### config.mk
export PLATFORM = sky130hd
export DESIGN_NAME = scrb_serial_control_register_bank
export DESIGN_NICKNAME = d
export VERILOG_FILES = /design/src/design/scrb_serial_control_register_bank.v
export VERILOG_INCLUDE_DIRS = /design/src /design/src/design
export SDC_FILE = /design/constraint.sdc
export NUM_CORES = 1
export LEC_CHECK = 0
export BUFFER_PORTS_ARGS = -buffer_cell sky130_fd_sc_hd__buf_2
export CORE_UTILIZATION = 50
export CTS_CLUSTER_DIAMETER = 60
export CTS_CLUSTER_SIZE = 12
export DETAILED_ROUTE_END_ITERATION = 8
export PLACE_DENSITY = 0.72
export SLEW_MARGIN = 5
export SYNTH_ARGS = -nofsm -noshare
export SYNTH_HDL_FRONTEND = slang
export SYNTH_SLANG_ARGS = --single-unit
### constraint.sdc
create_clock -name mclk -period 6.8 [get_ports mclk]
set_input_delay 0 -clock mclk [delete_from_list [all_inputs] [get_ports mclk]]
set_output_delay 0 -clock mclk [all_outputs]
set_load 0.01 [all_outputs]
### src/design/scrb_defines.vh
`ifndef SCRB_DEFINES_VH
`define SCRB_DEFINES_VH

// ==========================================================
// Register indices
`define SCRB_REG_MODE 4'h0
`define SCRB_REG_STATUS 4'h1
`define SCRB_REG_TONE 4'h2
`define SCRB_REG_CLOCK 4'h3
`define SCRB_REG_SECONDS 4'h4
`define SCRB_REG_AUDIO 4'h5
`define SCRB_REG_RAMDATA 4'h6
`define SCRB_REG_RAMADDR 4'h7
`define SCRB_REG_HDR0 4'h8
`define SCRB_REG_HDR1 4'h9
`define SCRB_REG_APPSTART 4'hA
`define SCRB_REG_VOLUME 4'hB
`define SCRB_REG_APPCTL0 4'hC
`define SCRB_REG_APPCTL3 4'hF

// ==========================================================
// Serial command opcodes (8-bit instruction byte)
`define SCRB_OP_WRITE 8'h02
`define SCRB_OP_READ 8'h03

// ==========================================================
// Reset values
`define SCRB_MODE_RESET 16'h0800
`define SCRB_STATUS_RESET 16'h003C
`define SCRB_STATUS_FIRST 16'h0038
`define SCRB_STATUS_SETTLED 16'h0030
`define SCRB_ZERO_RESET 16'h0000

// ==========================================================
// Mode bit positions
`define SCRB_MB_LEFT_INVERT 0
`define SCRB_MB_ZERO_A 1
`define SCRB_MB_SOFT_RESET 2
`define SCRB_MB_ABORT 3
`define SCRB_MB_POWERDOWN 4
`define SCRB_MB_TEST 5
`define SCRB_MB_STREAM 6
`define SCRB_MB_ZERO_B 7
`define SCRB_MB_CLK_EDGE 8
`define SCRB_MB_BIT_ORDER 9
`define SCRB_MB_SHARED 10
`define SCRB_MB_NATIVE 11
`define SCRB_MB_RECORD 12
`define SCRB_MB_HIGHPASS 13
`define SCRB_MB_SOURCE 14

// ==========================================================
// Busy times in core or crystal cycles
`define SCRB_T_MODE 70
`define SCRB_T_STATUS 40
`define SCRB_T_TONE 2100
`define SCRB_T_CLOCK_XTAL 11000
`define SCRB_T_SECONDS 40
`define SCRB_T_AUDIO 3200
`define SCRB_T_RAM 80
`define SCRB_T_APPSTART 3200
`define SCRB_T_VOLUME 2100
`define SCRB_T_APPCTL 50
`define SCRB_T_SOFTRST_XTAL 16600
`define SCRB_T_SKIP_LIMIT 100
`define SCRB_SETTLE_MS 100

`endif

### src/design/scrb_serial_control_register_bank.v
// Behaviour
// - Control port moves 16-bit words over SPI
// - Sixteen registers; header words read-only
// - Data-request low for per-register busy time
// - Data-request already low stays low after write
// - Soft reset busy time is 16600 crystal cycles
// - Status resets 0x3C then 0x38 then 0x30
// - Mode register resets to 0x0800
// - Mode bit 0 inverts left channel
// - Mode bit 2 soft reset, self clearing
// - Mode bit 3 aborts decode, clears header1
// - Mode bit 4 selects software powerdown
// - Data-port tests allowed only with bit 5
// - Mode bit 6 enables stream mode
// - Mode bit 8 picks data clock edge
// - Mode bit 9 selects LSb-first data bytes
// - Bit 10 shares select only with bit 11
// - Bits 12, 13 with reset start recording
// - Mode bit 14 selects recording source
// - App registers add user routine cycles
`timescale 1ns/1ps
`include "scrb_defines.vh"
`default_nettype none

module scrb_serial_control_register_bank #(
  parameter CORE_MULT = 1,
  parameter SETTLE_CYCLES = 5000000,
  parameter ABORT_CYCLES = 64
) (
  input wire mclk,
  input wire arst_n,
  input wire ctrlSelectN,
  input wire ctrlSclk,
  input wire ctrlMosi,
  output reg ctrlMiso,
  output wire ctrlMisoOeN,
  input wire decoderBusy,
  input wire appRoutineBusy,
  input wire [15:0] headerWord0In,
  input wire [15:0] headerWord1In,
  input wire headerLoad,
  output wire dataRequest,
  output reg leftInvert,
  output reg softReset,
  output reg abortDecode,
  output reg softPowerdown,
  output reg testEnable,
  output reg streamMode,
  output reg dataClockEdge,
  output reg dataBitOrder,
  output reg sharedSelect,
  output reg nativeSerialMode,
  output reg recordStart,
  output reg recordHighpass,
  output reg recordSource,
  output reg [15:0] toneEnhance,
  output reg [15:0] clockConfig,
  output reg [15:0] outputVolume
);

  // ==========================================================
  // Busy counts, cut to the 24-bit counter on purpose
  // Limitation: soft reset count times CORE_MULT must stay under 2^24
  localparam [31:0] BUSY_MODE = `SCRB_T_MODE;
  localparam [31:0] BUSY_SOFTRST = `SCRB_T_SOFTRST_XTAL * CORE_MULT;
  localparam [31:0] BUSY_STATUS = `SCRB_T_STATUS;
  localparam [31:0] BUSY_TONE = `SCRB_T_TONE;
  localparam [31:0] BUSY_CLOCK = `SCRB_T_CLOCK_XTAL * CORE_MULT;
  localparam [31:0] BUSY_SECONDS = `SCRB_T_SECONDS;
  localparam [31:0] BUSY_AUDIO = `SCRB_T_AUDIO;
  localparam [31:0] BUSY_RAM = `SCRB_T_RAM;
  localparam [31:0] BUSY_APPSTART = `SCRB_T_APPSTART;
  localparam [31:0] BUSY_VOLUME = `SCRB_T_VOLUME;
  localparam [31:0] BUSY_APPCTL = `SCRB_T_APPCTL;
  localparam [31:0] SETTLE_LAST = SETTLE_CYCLES - 1;
  localparam [31:0] ABORT_LAST = ABORT_CYCLES - 1;

  // ==========================================================
  // Busy time lookup; crystal figures scale into core cycles
  function [23:0] busyCycles;
    input [3:0] idx;
    input softRst;
    begin
      case (idx)
        `SCRB_REG_MODE: busyCycles = softRst ? BUSY_SOFTRST[23:0] : BUSY_MODE[23:0];
        `SCRB_REG_STATUS: busyCycles = BUSY_STATUS[23:0];
        `SCRB_REG_TONE: busyCycles = BUSY_TONE[23:0];
        `SCRB_REG_CLOCK: busyCycles = BUSY_CLOCK[23:0];
        `SCRB_REG_SECONDS: busyCycles = BUSY_SECONDS[23:0];
        `SCRB_REG_AUDIO: busyCycles = BUSY_AUDIO[23:0];
        `SCRB_REG_RAMDATA: busyCycles = BUSY_RAM[23:0];
        `SCRB_REG_RAMADDR: busyCycles = BUSY_RAM[23:0];
        `SCRB_REG_APPSTART: busyCycles = BUSY_APPSTART[23:0];
        `SCRB_REG_VOLUME: busyCycles = BUSY_VOLUME[23:0];
        // Header writes are dropped and cost no busy time
        `SCRB_REG_HDR0, `SCRB_REG_HDR1: busyCycles = 24'h00_0000;
        default: busyCycles = BUSY_APPCTL[23:0];
      endcase
    end
  endfunction

  // ==========================================================
  // Pin synchronisers; first stage feeds only the second
  reg [1:0] selSync_q;
  reg [1:0] sclkSync_q;
  reg [1:0] mosiSync_q;
  reg sclkPrev_q;
  always @(posedge mclk or negedge arst_n) begin
    if (!arst_n) begin
      // Select resets high so no frame starts out of reset
      selSync_q <= 2'b11;
      sclkSync_q <= 2'b00;
      mosiSync_q <= 2'b00;
      sclkPrev_q <= 1'b0;
    end else begin
      selSync_q <= {selSync_q[0], ctrlSelectN};
      sclkSync_q <= {sclkSync_q[0], ctrlSclk};
      mosiSync_q <= {mosiSync_q[0], ctrlMosi};
      sclkPrev_q <= sclkSync_q[1];
    end
  end
  // Host half periods under one clock would lose edges here
  wire selActive = ~selSync_q[1];
  wire sclkRise = sclkSync_q[1] & ~sclkPrev_q;
  wire sclkFall = ~sclkSync_q[1] & sclkPrev_q;

  // ==========================================================
  // Frame: 8-bit opcode, 8-bit address, 16-bit data word
  reg [5:0] bitCnt_q;
  reg [31:0] shift_q;
  reg [15:0] readShift_q;
  reg writeStrobe_q;
  reg [3:0] wrIdx_q;
  reg [15:0] wrData_q;
  reg [15:0] readMux;

  always @(posedge mclk or negedge arst_n) begin
    if (!arst_n) begin
      bitCnt_q <= 6'd0;
      shift_q <= 32'h0000_0000;
      writeStrobe_q <= 1'b0;
      wrIdx_q <= 4'h0;
      wrData_q <= 16'h0000;
    end else begin
      writeStrobe_q <= 1'b0;
      if (!selActive) begin
        bitCnt_q <= 6'd0;
      end else if (sclkRise && bitCnt_q != 6'd32) begin
        shift_q <= {shift_q[30:0], mosiSync_q[1]};
        bitCnt_q <= bitCnt_q + 6'd1;
        // Last bit joins straight from the synchroniser, so the word lands a cycle after edge 32
        if (bitCnt_q == 6'd31 && shift_q[30:23] == `SCRB_OP_WRITE) begin
          writeStrobe_q <= 1'b1;
          wrIdx_q <= shift_q[18:15];
          wrData_q <= {shift_q[14:0], mosiSync_q[1]};
        end
      end
    end
  end

  // Read data leaves MSb first on falling edges after the address
  always @(posedge mclk or negedge arst_n) begin
    if (!arst_n) begin
      readShift_q <= 16'h0000;
      ctrlMiso <= 1'b0;
    end else if (selActive && sclkFall) begin
      if (bitCnt_q == 6'd16 && shift_q[15:8] == `SCRB_OP_READ) begin
        readShift_q <= {readMux[14:0], 1'b0};
        ctrlMiso <= readMux[15];
      end else begin
        readShift_q <= {readShift_q[14:0], 1'b0};
        ctrlMiso <= readShift_q[15];
      end
    end
  end
  // Enable follows the synchronised select, two clocks behind the pin
  assign ctrlMisoOeN = ~(selActive && bitCnt_q >= 6'd16);

  // ==========================================================
  // Register storage
  reg [15:0] mode_q;
  reg [15:0] status_q;
  // Mode, status and header words live outside the array; those slots stay unused
  reg [15:0] regs_q [0:15];
  reg [15:0] header0_q;
  reg [15:0] header1_q;
  reg [1:0] statusPhase_q;
  reg [23:0] settleCnt_q;
  reg [7:0] abortCnt_q;
  integer i;
  reg [23:0] busyCnt_q;
  reg holdLow_q;
  reg appHold_q;
  wire busyDone = busyCnt_q == 24'h00_0000;
  wire appWrite = wrIdx_q == `SCRB_REG_APPSTART || wrIdx_q >= `SCRB_REG_APPCTL0;

  // ==========================================================
  // Read-back selection; the address sits in the low shift bits
  always @* begin
    case (shift_q[3:0])
      `SCRB_REG_MODE: readMux = mode_q;
      `SCRB_REG_STATUS: readMux = status_q;
      `SCRB_REG_HDR0: readMux = header0_q;
      `SCRB_REG_HDR1: readMux = header1_q;
      default: readMux = regs_q[shift_q[3:0]];
    endcase
  end

  // ==========================================================
  // Register updates
  wire wrMode = writeStrobe_q && wrIdx_q == `SCRB_REG_MODE;
  always @(posedge mclk or negedge arst_n) begin
    if (!arst_n) begin
      mode_q <= `SCRB_MODE_RESET;
      status_q <= `SCRB_STATUS_RESET;
      statusPhase_q <= 2'd0;
      settleCnt_q <= 24'h00_0000;
      abortCnt_q <= 8'h00;
      header0_q <= 16'h0000;
      header1_q <= 16'h0000;
      for (i = 0; i < 16; i = i + 1)
        regs_q[i] <= `SCRB_ZERO_RESET;
    end else begin
      // Status settles: immediate step, then after the settle time
      if (statusPhase_q == 2'd0) begin
        status_q <= `SCRB_STATUS_FIRST;
        statusPhase_q <= 2'd1;
      end else if (statusPhase_q == 2'd1) begin
        if (settleCnt_q == SETTLE_LAST[23:0]) begin
          status_q <= `SCRB_STATUS_SETTLED;
          statusPhase_q <= 2'd2;
        end else begin
          settleCnt_q <= settleCnt_q + 24'd1;
        end
      end
      if (headerLoad) begin
        header0_q <= headerWord0In;
        header1_q <= headerWord1In;
      end
      // Abort stays set for ABORT_CYCLES clocks, then clears itself
      // Eight-bit counter: ABORT_CYCLES above 256 would wrap
      if (mode_q[`SCRB_MB_ABORT]) begin
        header1_q <= 16'h0000;
        if (abortCnt_q == ABORT_LAST[7:0]) begin
          mode_q[`SCRB_MB_ABORT] <= 1'b0;
          abortCnt_q <= 8'h00;
        end else begin
          abortCnt_q <= abortCnt_q + 8'h01;
        end
      end
      // Soft reset bit clears itself once the busy time ends
      if (mode_q[`SCRB_MB_SOFT_RESET] && busyDone)
        mode_q[`SCRB_MB_SOFT_RESET] <= 1'b0;
      if (writeStrobe_q) begin
        case (wrIdx_q)
          `SCRB_REG_MODE: begin
            mode_q <= wrData_q;
            abortCnt_q <= 8'h00;
          end
          `SCRB_REG_STATUS: status_q <= wrData_q;
          `SCRB_REG_HDR0, `SCRB_REG_HDR1: ;
          default: regs_q[wrIdx_q] <= wrData_q;
        endcase
      end
    end
  end

  // ==========================================================
  // Data-request busy counter
  always @(posedge mclk or negedge arst_n) begin
    if (!arst_n) begin
      busyCnt_q <= 24'h00_0000;
      holdLow_q <= 1'b0;
      appHold_q <= 1'b0;
    end else begin
      if (writeStrobe_q) begin
        busyCnt_q <= busyCycles(wrIdx_q, wrData_q[`SCRB_MB_SOFT_RESET]);
        // A write that finds the line low keeps it low past its own busy time
        holdLow_q <= ~dataRequest;
        appHold_q <= appWrite;
      end else begin
        if (!busyDone)
          busyCnt_q <= busyCnt_q - 24'd1;
        if (busyDone && !appRoutineBusy)
          appHold_q <= 1'b0;
        if (busyDone && !decoderBusy)
          holdLow_q <= 1'b0;
      end
    end
  end
  // Writes under the skip limit, header writes aside, still drive the line low briefly
  // Held low until the soft reset field drops, so ready never precedes the restart
  assign dataRequest = busyDone && !holdLow_q && !appHold_q && !decoderBusy && !softReset;

  // ==========================================================
  // Mode fields out to the decoder
  always @(posedge mclk or negedge arst_n) begin
    if (!arst_n) begin
      leftInvert <= 1'b0;
      softReset <= 1'b0;
      abortDecode <= 1'b0;
      softPowerdown <= 1'b0;
      testEnable <= 1'b0;
      streamMode <= 1'b0;
      dataClockEdge <= 1'b0;
      dataBitOrder <= 1'b0;
      sharedSelect <= 1'b0;
      nativeSerialMode <= 1'b1;
      recordStart <= 1'b0;
      recordHighpass <= 1'b0;
      recordSource <= 1'b0;
      toneEnhance <= 16'h0000;
      clockConfig <= 16'h0000;
      outputVolume <= 16'h0000;
    end else begin
      leftInvert <= mode_q[`SCRB_MB_LEFT_INVERT];
      softReset <= mode_q[`SCRB_MB_SOFT_RESET];
      abortDecode <= mode_q[`SCRB_MB_ABORT];
      softPowerdown <= mode_q[`SCRB_MB_POWERDOWN];
      testEnable <= mode_q[`SCRB_MB_TEST];
      streamMode <= mode_q[`SCRB_MB_STREAM];
      dataClockEdge <= mode_q[`SCRB_MB_CLK_EDGE];
      dataBitOrder <= mode_q[`SCRB_MB_BIT_ORDER];
      sharedSelect <= mode_q[`SCRB_MB_SHARED] & mode_q[`SCRB_MB_NATIVE];
      nativeSerialMode <= mode_q[`SCRB_MB_NATIVE];
      // Record flags latch only on a write that also asks for soft reset
      if (wrMode && wrData_q[`SCRB_MB_SOFT_RESET]) begin
        recordStart <= wrData_q[`SCRB_MB_RECORD];
        recordHighpass <= wrData_q[`SCRB_MB_RECORD] & wrData_q[`SCRB_MB_HIGHPASS];
      end
      recordSource <= mode_q[`SCRB_MB_SOURCE];
      toneEnhance <= regs_q[`SCRB_REG_TONE];
      clockConfig <= regs_q[`SCRB_REG_CLOCK];
      outputVolume <= regs_q[`SCRB_REG_VOLUME];
    end
  end

endmodule
`default_nettype wire

======== Yosys cells after proc, flatten, opt, wreduce, memory -nomap -nowiden ========
Index checks and enable logic that the tools add are counted.
storage, ports and cells
  register bits ........................... 523
  bits of input ports ..................... 40
  output and inout bits ................... 64
  logic and storage cells ................. 184
cells by class
  add/subtract/negate cells ............... 4
  order comparisons ....................... 5
  equality and inequality tests ........... 23
  mux-type cells .......................... 41
  bitwise operators ....................... 14
  reductions and logical operators ........ 43
operators with widths
  cell                     count
  $bwmux W256              1
  $mux W16                 11
  $pmux W15 S7             1
  $bmux W16 S4             1
  $demux W16 S4            1
  $pmux W16 S4             1
  $mux W24                 2
  $mux W8                  4
  $add A24 B1 Y24 const B  1
  $eq A24 B23 Y1 const B   1
  $eq A4 B4 Y1 const B     6
  $logic_not A24 Y1        1
  $sub A24 B1 Y24 const B  1
  $eq A4 B3 Y1 const B     4
  $eq A8 B2 Y1 const B     2
  $logic_and A1 B1 Y1      15
  $mux W15                 1
  $eq A6 B5 Y1 const B     2
  $mux W6                  2
  $reduce_bool A2 Y1       6
  $mux W1                  11
  $ge A5 B5 Y1 const B     2
  $not A4 Y5               2
  $reduce_or A2 Y1         5
  22 further kinds         46

======== Logic depth before layout (Yosys ltp) ========
Gate-level depths: netlist of run 1.
  depth after elaboration ................. 7
  depth in mapped cells ................... 9

======== Worst setup path after synthesis of run 1 ========
OpenSTA, ideal clock, no wires.
  path kind ............................... reg-to-reg
  start ................................... register bitCnt_q[0]
  end ..................................... register wrData_q[10]
  data arrival time ....................... 2.285 ns
  path slack .............................. 4.391 ns
  cell stages (with the launch flop) ...... 10
  path buffers ............................ 2
  cell sequence ........................... dfrtp_1 -> inv_1 -> ha_1 -> nor3b_1 -> a31oi_1 -> nor2b_1 -> clkbuf_1 -> and4_1 -> buf_2 -> mux2_2
between the ends
  longest elaborated chain between the ends .. 3
  elaborated cells between the ends (all ways) .. 5
ends and longest elaborated chain
  item                                          RTL line                                                                          text
  from (decl)                                   scrb_serial_control_register_bank.v:129                                           reg [5:0] bitCnt_q;
  from (signal assigned)                        scrb_serial_control_register_bank.v:150                                           bitCnt_q <= bitCnt_q + 6'd1;
  $ne A6 B6 Y1 or $eq A6 B5 Y1 (tied branches)  scrb_serial_control_register_bank.v:148, scrb_serial_control_register_bank.v:152
  $logic_and A1 B1 Y1 (on tied branches)        n/a
  $reduce_and A3 Y1 (no line) (*)               n/a
  to (signal assigned)                          scrb_serial_control_register_bank.v:155                                           wrData_q <= {shift_q[14:0], mosiSync_q[1]};
  to (decl)                                     scrb_serial_control_register_bank.v:134                                           reg [15:0] wrData_q;
Every way passes the cells marked *; elsewhere a longest branch is shown, timed or not.
A chain may end at the register's enable or synchronous reset.

======== Worst setup path in the final report of run 1 ========
  start ................................... register bitCnt_q[0]
  end ..................................... register readShift_q[11]
between the ends
  longest elaborated chain between the ends .. 3
ends and longest elaborated chain
  item                           RTL line                                 text
  $eq A6 B5 Y1                   scrb_serial_control_register_bank.v:167  if (bitCnt_q == 6'd16 && shift_q[15:8] == `SCRB_OP_READ) begin
  $logic_and A1 B1 Y1 (no line)  n/a
  $mux W16                       scrb_serial_control_register_bank.v:167
  to (signal assigned)           scrb_serial_control_register_bank.v:168  readShift_q <= {readMux[14:0], 1'b0};
  to (signal assigned)           scrb_serial_control_register_bank.v:171  readShift_q <= {readShift_q[14:0], 1'b0};
  to (decl)                      scrb_serial_control_register_bank.v:131  reg [15:0] readShift_q;
No other way between the ends.

==> impl_metrics.json, run 1 <==
{
  "yosys_warnings": 0,
  "end_kind": "register",
  "synth_seq_cells": 494,
  "max_stage_delay_ns": 1.05,
  "grt_pass1_vias": 13465,
  "grt_antenna_before_repair": 0,
  "final_nets": 1703,
  "gp_congestion": 0.825,
  "clock_sinks": 494,
  "regToRegSetupSlack_ns": 3.56,
  "status": "finished, violations left",
  "area_delta_synth_final_pct": 12.2,
  "fp.dieH_um": 207,
  "numCtsBuffers": 47,
  "grt_util_met2_pct": 35.8,
  "hold_depth": 2,
  "skew_ns": 0.0143,
  "vias_per_cell": 5.91,
  "die_x_um": 207,
  "htree_levels": 2,
  "wl_um": 48000,
  "ios": 104,
  "postSynthAreaPerCell_sq_um": 13.3,
  "ctsResizeCount": 0,
  "ir_drop_mv": 0.205,
  "fmax_ghz": 0.308,
  "period_share_pct": 47.7,
  "dp_slack_ns": 3.62,
  "route.detailed.wl_per_inst_um": 21.8,
  "syn_nets": 1632,
  "grt_pass1_wl_um": 78400,
  "seqPwrFrac_pct": 50.4,
  "clock_latency_ns": 0.58,
  "path_cells": "inv_1 -> ha_1 -> nor3b_1 -> nand4_1 -> nor2_1 -> o21ai_0 -> o22ai_1",
  "ant_nets": 0,
  "grt_use_met1_pct": 33.0,
  "slew_headroom_pct": 21.4,
  "final_max_slew_viol_count": 0,
  "crit_buf_inv": 1,
  "rows": 74,
  "power.leakage_nw": 11.3,
  "core_region_area_sq_mm": 0.0411,
  "crit_slowest_cell": "nor2_1",
  "critPathLaunchType": "register",
  "switching_share_pct": 24.9,
  "setup-tns-final_ns": 0,
  "drt-pass1-iter-count": 9,
  "hold_class": "in2reg",
  "drive_gt1_share_pct": 32.6,
  "rsz0062_at_grt": "no",
  "final_cell_mix": "dfrtp_1 (482), mux2_2 (270), nand2_1 (114)",
  "final.min_clock_period_ns": 3.24,
  "syn_inst": 1586,
  "synth_ff_type": "dfrtp_1",
  "root_buffer": "clkbuf_16",
  "violations": "design-rule violations",
  "synth_seq_area_share_pct": 58.9,
  "timing_hold_violations_final": 0,
  "rr_endpoint": "readShift_q[11]",
  "comb_power_share_pct": 10.3,
  "syn_area_sq_mm": 0.0210,
  "clock_power_share_pct": 39.3,
  "ff2ff_path_depth": 7,
  "grt-ovfl-total": 0,
  "whs_endpoint": "mosiSync_q[0]",
  "worstPathMaxFanout": 16,
  "clk_pin_slew_ns": 0.06,
  "global_route.usage.met3_pct": 4.94,
  "vias": 13027,
  "cp_top_family": "simple AND/OR/NAND/NOR gates",
  "mostFrequentLayoutCell": "dfrtp_1",
  "synthArstFlopShare_pct": 100,
  "path_class": "reg2reg",
  "cts_tree": "yes",
  "critPathRequiredTime_ns": 7.29,
  "drc": 2,
  "grt_max_degree": 127,
  "port_buffers": 103,
  "dp_hpwl_um": 30200,
  "arrival_ns": 3.73,
  "nFillCells": 3292,
  "drt_iter0_markers": 991,
  "n_antenna_cell": 0,
  "finalSetupViolations": 0,
  "die_area_sq_mm": 0.0429,
  "r2r_start": "bitCnt_q[0]",
  "intPower_mw": 4.58,
  "synth_edf_count": 0,
  "worst_pin_slew_ns": 1.18,
  "p_per_area_mw_per_mm2": 259,
  "min_from": "ctrlMosi",
  "maxCapViolCount": 0,
  "cts.path.max_buffers": 3,
  "top_usage_layer": "met2",
  "ys_types": 67,
  "initial_core_util_pct": 51.1,
  "setup_ws_ns": 3.56,
  "grt_use_total_pct": 23.3,
  "switching_power_mw": 1.52
}
## stage by stage
step | instance area [sq um] | power (mW) | cells | hold slack [ns] | util, %
finish | 23600 | 6.10 | 2205 | 0.0710 | 57.3
global route | 23600 | 6.33 | 2205 | 0.0692 | 57.3
CTS | 23600 | 6.16 | 2205 | 0.0444 | 57.3
detailed placement | 21900 | 3.74 | 2102 | 0.109 | 53.2
global placement | 21900 | 3.73 | 2102 | 0.110 | 53.2
floorplan | 21000 | 3.50 | 1586 | -0.296 | -
## power groups by stage
stage | Sequential [mW] | Clock [mW] | Combinational [mW]
2_1_floorplan | 3.09 | 0 | 0.412
3_3_place_gp | 3.12 | 0 | 0.604
3_5_place_dp | 3.12 | 0 | 0.615
4_1_cts | 3.07 | 2.46 | 0.633
5_1_grt | 3.08 | 2.58 | 0.678
6_report | 3.07 | 2.40 | 0.629
## layout make-up
class / count / area, sq um / share of cell area (%)
clock buffers: 65 / 1330 / 5.63
inverters: 16 / 60.1 / 0.255
multi-input cells: 935 / 8070 / 34.2
flip-flops and latches: 494 / 12400 / 52.5
well taps: 532 / 666 / 2.82
repair buffers: 163 / 1070 / 4.54
## flip-flops by register name, summed over array words and instances (netlist names), 24 cells and up
register / flops
regs_q: 228
shift_q: 31
settleCnt_q: 24
busyCnt_q: 24
## worst max path at each step
stage / start / to / cells after the start
after floorplan: bitCnt_q[0] / wrData_q[10] / 9
after detailed placement: bitCnt_q[0] / readShift_q[2] / 7
final: bitCnt_q[0] / readShift_q[11] / 7
after CTS: bitCnt_q[0] / readShift_q[2] / 7
after global placement: bitCnt_q[0] / readShift_q[10] / 7
after global routing: bitCnt_q[1] / readShift_q[11] / 7
## cells by family (layout without fill, tap and decap cells)
logic type | count (synthesis) | in the layout | synth area share, %
simple gates | 348 | 348 | 8.06
compound gates | 178 | 178 | 5.61
mux | 356 | 356 | 22.2
fa+ha+maj | 6 | 6 | 0.357
buf+inv | 157 | 244 | 2.95
flops | 494 | 494 | 58.9
xor+xnor | 47 | 47 | 1.96
## cells in the mapped netlist, drive strengths merged, types with 3 or more instances
cell type | count | area, sq um
mux2 | 270 | 3040
nor3b | 5 | 37.5
dfstp | 8 | 210
a221oi | 8 | 70.1
o22ai | 13 | 81.3
o21ai | 49 | 245
and4 | 3 | 26.3
o31a | 3 | 28.8
and2 | 3 | 18.8
nor4b | 4 | 35.0
dfrtp | 486 | 12200
mux2i | 25 | 250
o31ai | 7 | 66.3
xor2 | 18 | 158
a21oi | 40 | 211
nor4 | 14 | 100
nand3 | 23 | 115
nor2b | 10 | 62.6
mux4 | 61 | 1370
or2 | 4 | 25.0
a211oi | 15 | 113
nand2b | 8 | 50.1
or4 | 8 | 67.6
clkbuf | 114 | 428
a221o | 3 | 30.0
a22o | 13 | 114
nand4 | 9 | 56.3
ha | 6 | 75.1
o21bai | 3 | 22.5
nor3 | 24 | 125
or3 | 13 | 86.3
xnor2 | 29 | 254
o21a | 6 | 45.0
inv | 16 | 60.1
nor2 | 90 | 338
buf | 27 | 133
and3 | 8 | 50.1
nand2 | 114 | 428
a32oi | 3 | 26.3
## routing by layer
layer  share of wire (%)  wire length (um)  vias to the layer above
li1                    -                 -                     5788
met3                 6.4              3080                       79
met2                  46             22200                      355
met4                 2.9              1400                        0
met1                  44             21300                     6805
met5                   0                 0                        -
## what timing repair did
action / 4_1_cts / 5_1_grt
endpoints found under the setup margin: 0 / 0
hold endpoints to repair: 156 / 0
hold buffers: 38 / 0
buffers inserted: 0 / 0
No activity file was read; power rests on OpenSTA's default activity.
==> run 2, diff against run 1 <==
==> constraint.sdc (replaced) <==
create_clock -name mclk -period 3 [get_ports mclk]
set_input_delay 0 -clock mclk [delete_from_list [all_inputs] [get_ports mclk]]
set_output_delay 0 -clock mclk [all_outputs]
set_load 0.01 [all_outputs]
==> impl_metrics.json, run 2 (same netlist as run 1, synthesis figures left out) <==
{
  "reg_top3": "regs_q (228), shift_q (31)",
  "largest_register_ffs": 228,
  "htree_levels": 2,
  "grt_use_met1_pct": 32.2,
  "route.detailed.wl_per_inst_um": 21.1,
  "maxCapViolCount": 0,
  "die_area_sq_mm": 0.0429,
  "vias_per_cell": 5.86,
  "grt_pass1_vias": 13488,
  "setup-tns-final_ns": 0,
  "port_buffers": 103,
  "timing_hold_violations_final": 9,
  "end_kind": "primary output",
  "fp.dieH_um": 207,
  "area_delta_synth_final_pct": 13.9,
  "ios": 104,
  "drive_gt1_share_pct": 33.5,
  "wl_um": 47300,
  "power_mw": 14.0,
  "hold_buffers": 38,
  "grt_use_total_pct": 22.7,
  "nFillCells": 3278,
  "dp.cells": 2130,
  "hold_class": "in2async",
  "worstPathMaxFanout": 3,
  "finalSetupViolations": 0,
  "cts_setup_buffers": 0,
  "worst_pin_slew_ns": 1.02,
  "root_buffer": "clkbuf_16",
  "ir_drop_mv": 0.418,
  "clk_pin_slew_ns": 0.07,
  "cts.path.max_buffers": 3,
  "rows": 74,
  "n_antenna_cell": 0,
  "final_max_slew_viol_count": 0,
  "grt_antenna_before_repair": 0,
  "violations": "design-rule violations, negative hold slack",
  "max_stage_delay_ns": 0.65,
  "path_cells": "inv_1 -> ha_1 -> or4b_2 -> nor3_1 -> nand4_1 -> nor3_1 -> buf_2",
  "final_nets": 1732,
  "fin_cells": 2242,
  "clock_latency_ns": 0.58,
  "ant_nets": 0,
  "global_route.usage.met3_pct": 3.31,
  "critPathRequiredTime_ns": 3.00,
  "grt_util_met2_pct": 36.2,
  "vias": 13127,
  "top_usage_layer": "met2",
  "slew_headroom_pct": 31.5,
  "die_x_um": 207,
  "skew_ns": 0.0209,
  "p_per_area_mw_per_mm2": 585,
  "status": "finished, violations left",
  "core_region_area_sq_mm": 0.0411,
  "numCtsBuffers": 48,
  "initial_core_util_pct": 51.1,
  "dp_slack_ns": 0.357,
  "mostFrequentLayoutCell": "dfrtp_1",
  "fmax_ghz": 0.362,
  "grt-ovfl-total": 0,
  "path_class": "reg2out",
  "final_cell_mix": "dfrtp_1 (482), mux2_2 (270), nand2_1 (114)",
  "dp_hpwl_um": 30700,
  "ctsResizeCount": 0,
  "hold_ws_ns": -0.0242,
  "period_share_pct": 92.0,
  "final.min_clock_period_ns": 2.76,
  "drt-pass1-iter-count": 9,
  "grt_pass1_wl_um": 76600,
  "clock_sinks": 494,
  "critPathLaunchType": "register",
  "power.leakage_nw": 11.5,
  "setup_ws_ns": 0.240,
  "regMostFlops": "regs_q",
  "drt_iter0_markers": 903,
  "arrival_ns": 2.76,
  "crit_top_cell": "nor3_1",
  "gp_congestion": 0.830,
  "rsz0062_at_grt": "no",
  "crit_slowest_cell": "or4b_2",
  "grt_max_degree": 79,
  "drc": 2,
  "cts_tree": "yes"
}
run 2: cell types whose count changed in the layout (fill, tap and decap cells not counted), sizes merged:
cell      delta
clkinvlp     +1
clkbuf       +4
buf         +28
inv          +3
clkinv       +1
run 2: path summary, 6_finish.rpt:
check / cells past startpoint / slack (ns) / start / end
setup / recovery: 7 / 0.24 / busyCnt_q[0] / dataRequest
hold / removal: 2 / -0.02 / arst_n / busyCnt_q[18]
max in group asynchronous: 4 / 1.94 / arst_n / regs_q[104]
setup reg to reg: 7 / 0.34 / busyCnt_q[0] / busyCnt_q[3]
min in group mclk: 2 / 0.07 / ctrlMosi / mosiSync_q[0]
hold reg to reg: 0 / 0.36 / selSync_q[0] / selSync_q[1]
run 2: area by class of cell:
class	count	area, sq um	share of cell area [%]
Tap cell	532	666	2.78
Sequential cell	494	12400	51.7
Multi-Input combinational cell	935	8050	33.6
Timing Repair Buffer	191	1430	5.98
Clock buffer	69	1310	5.48
Clock inverter	5	41.3	0.172
Inverter	16	60.1	0.251
run 2: per-layer routing:
| layer | routed length [um] | part of all wire, % |
|---|---|---|
| met1 | 21000 | 45 |
| met2 | 22700 | 48 |
| met3 | 2250 | 4.8 |
| met4 | 1220 | 2.6 |
| met5 | 0 | 0 |
run 2: where the power goes:
group | leakage, nW | switching [mW] | internal (mW)
registers | 6.72 | 0.238 | 6.81
logic | 4.12 | 0.847 | 0.649
clock network | 0.653 | 2.44 | 3.01
run 2: stage by stage:
stage	hold slack, ns	area, sq um	utilization, %
floorplan	-0.296	21000	-
global placement	0.0401	22200	54.0
detailed placement	0.0385	22200	54.0
CTS	0.00341	23900	58.2
global route	0.0208	23900	58.2
finish	-0.0242	23900	58.2
run 2: worst max-delay path: cells and delay by family (launching register included):
family | cells | cell delay, ns
adder cells (fa/ha/maj) | 1 | 0.15
buffers and inverters | 2 | 0.30
AND/OR/NAND/NOR | 4 | 1.35
flip-flops | 1 | 0.39
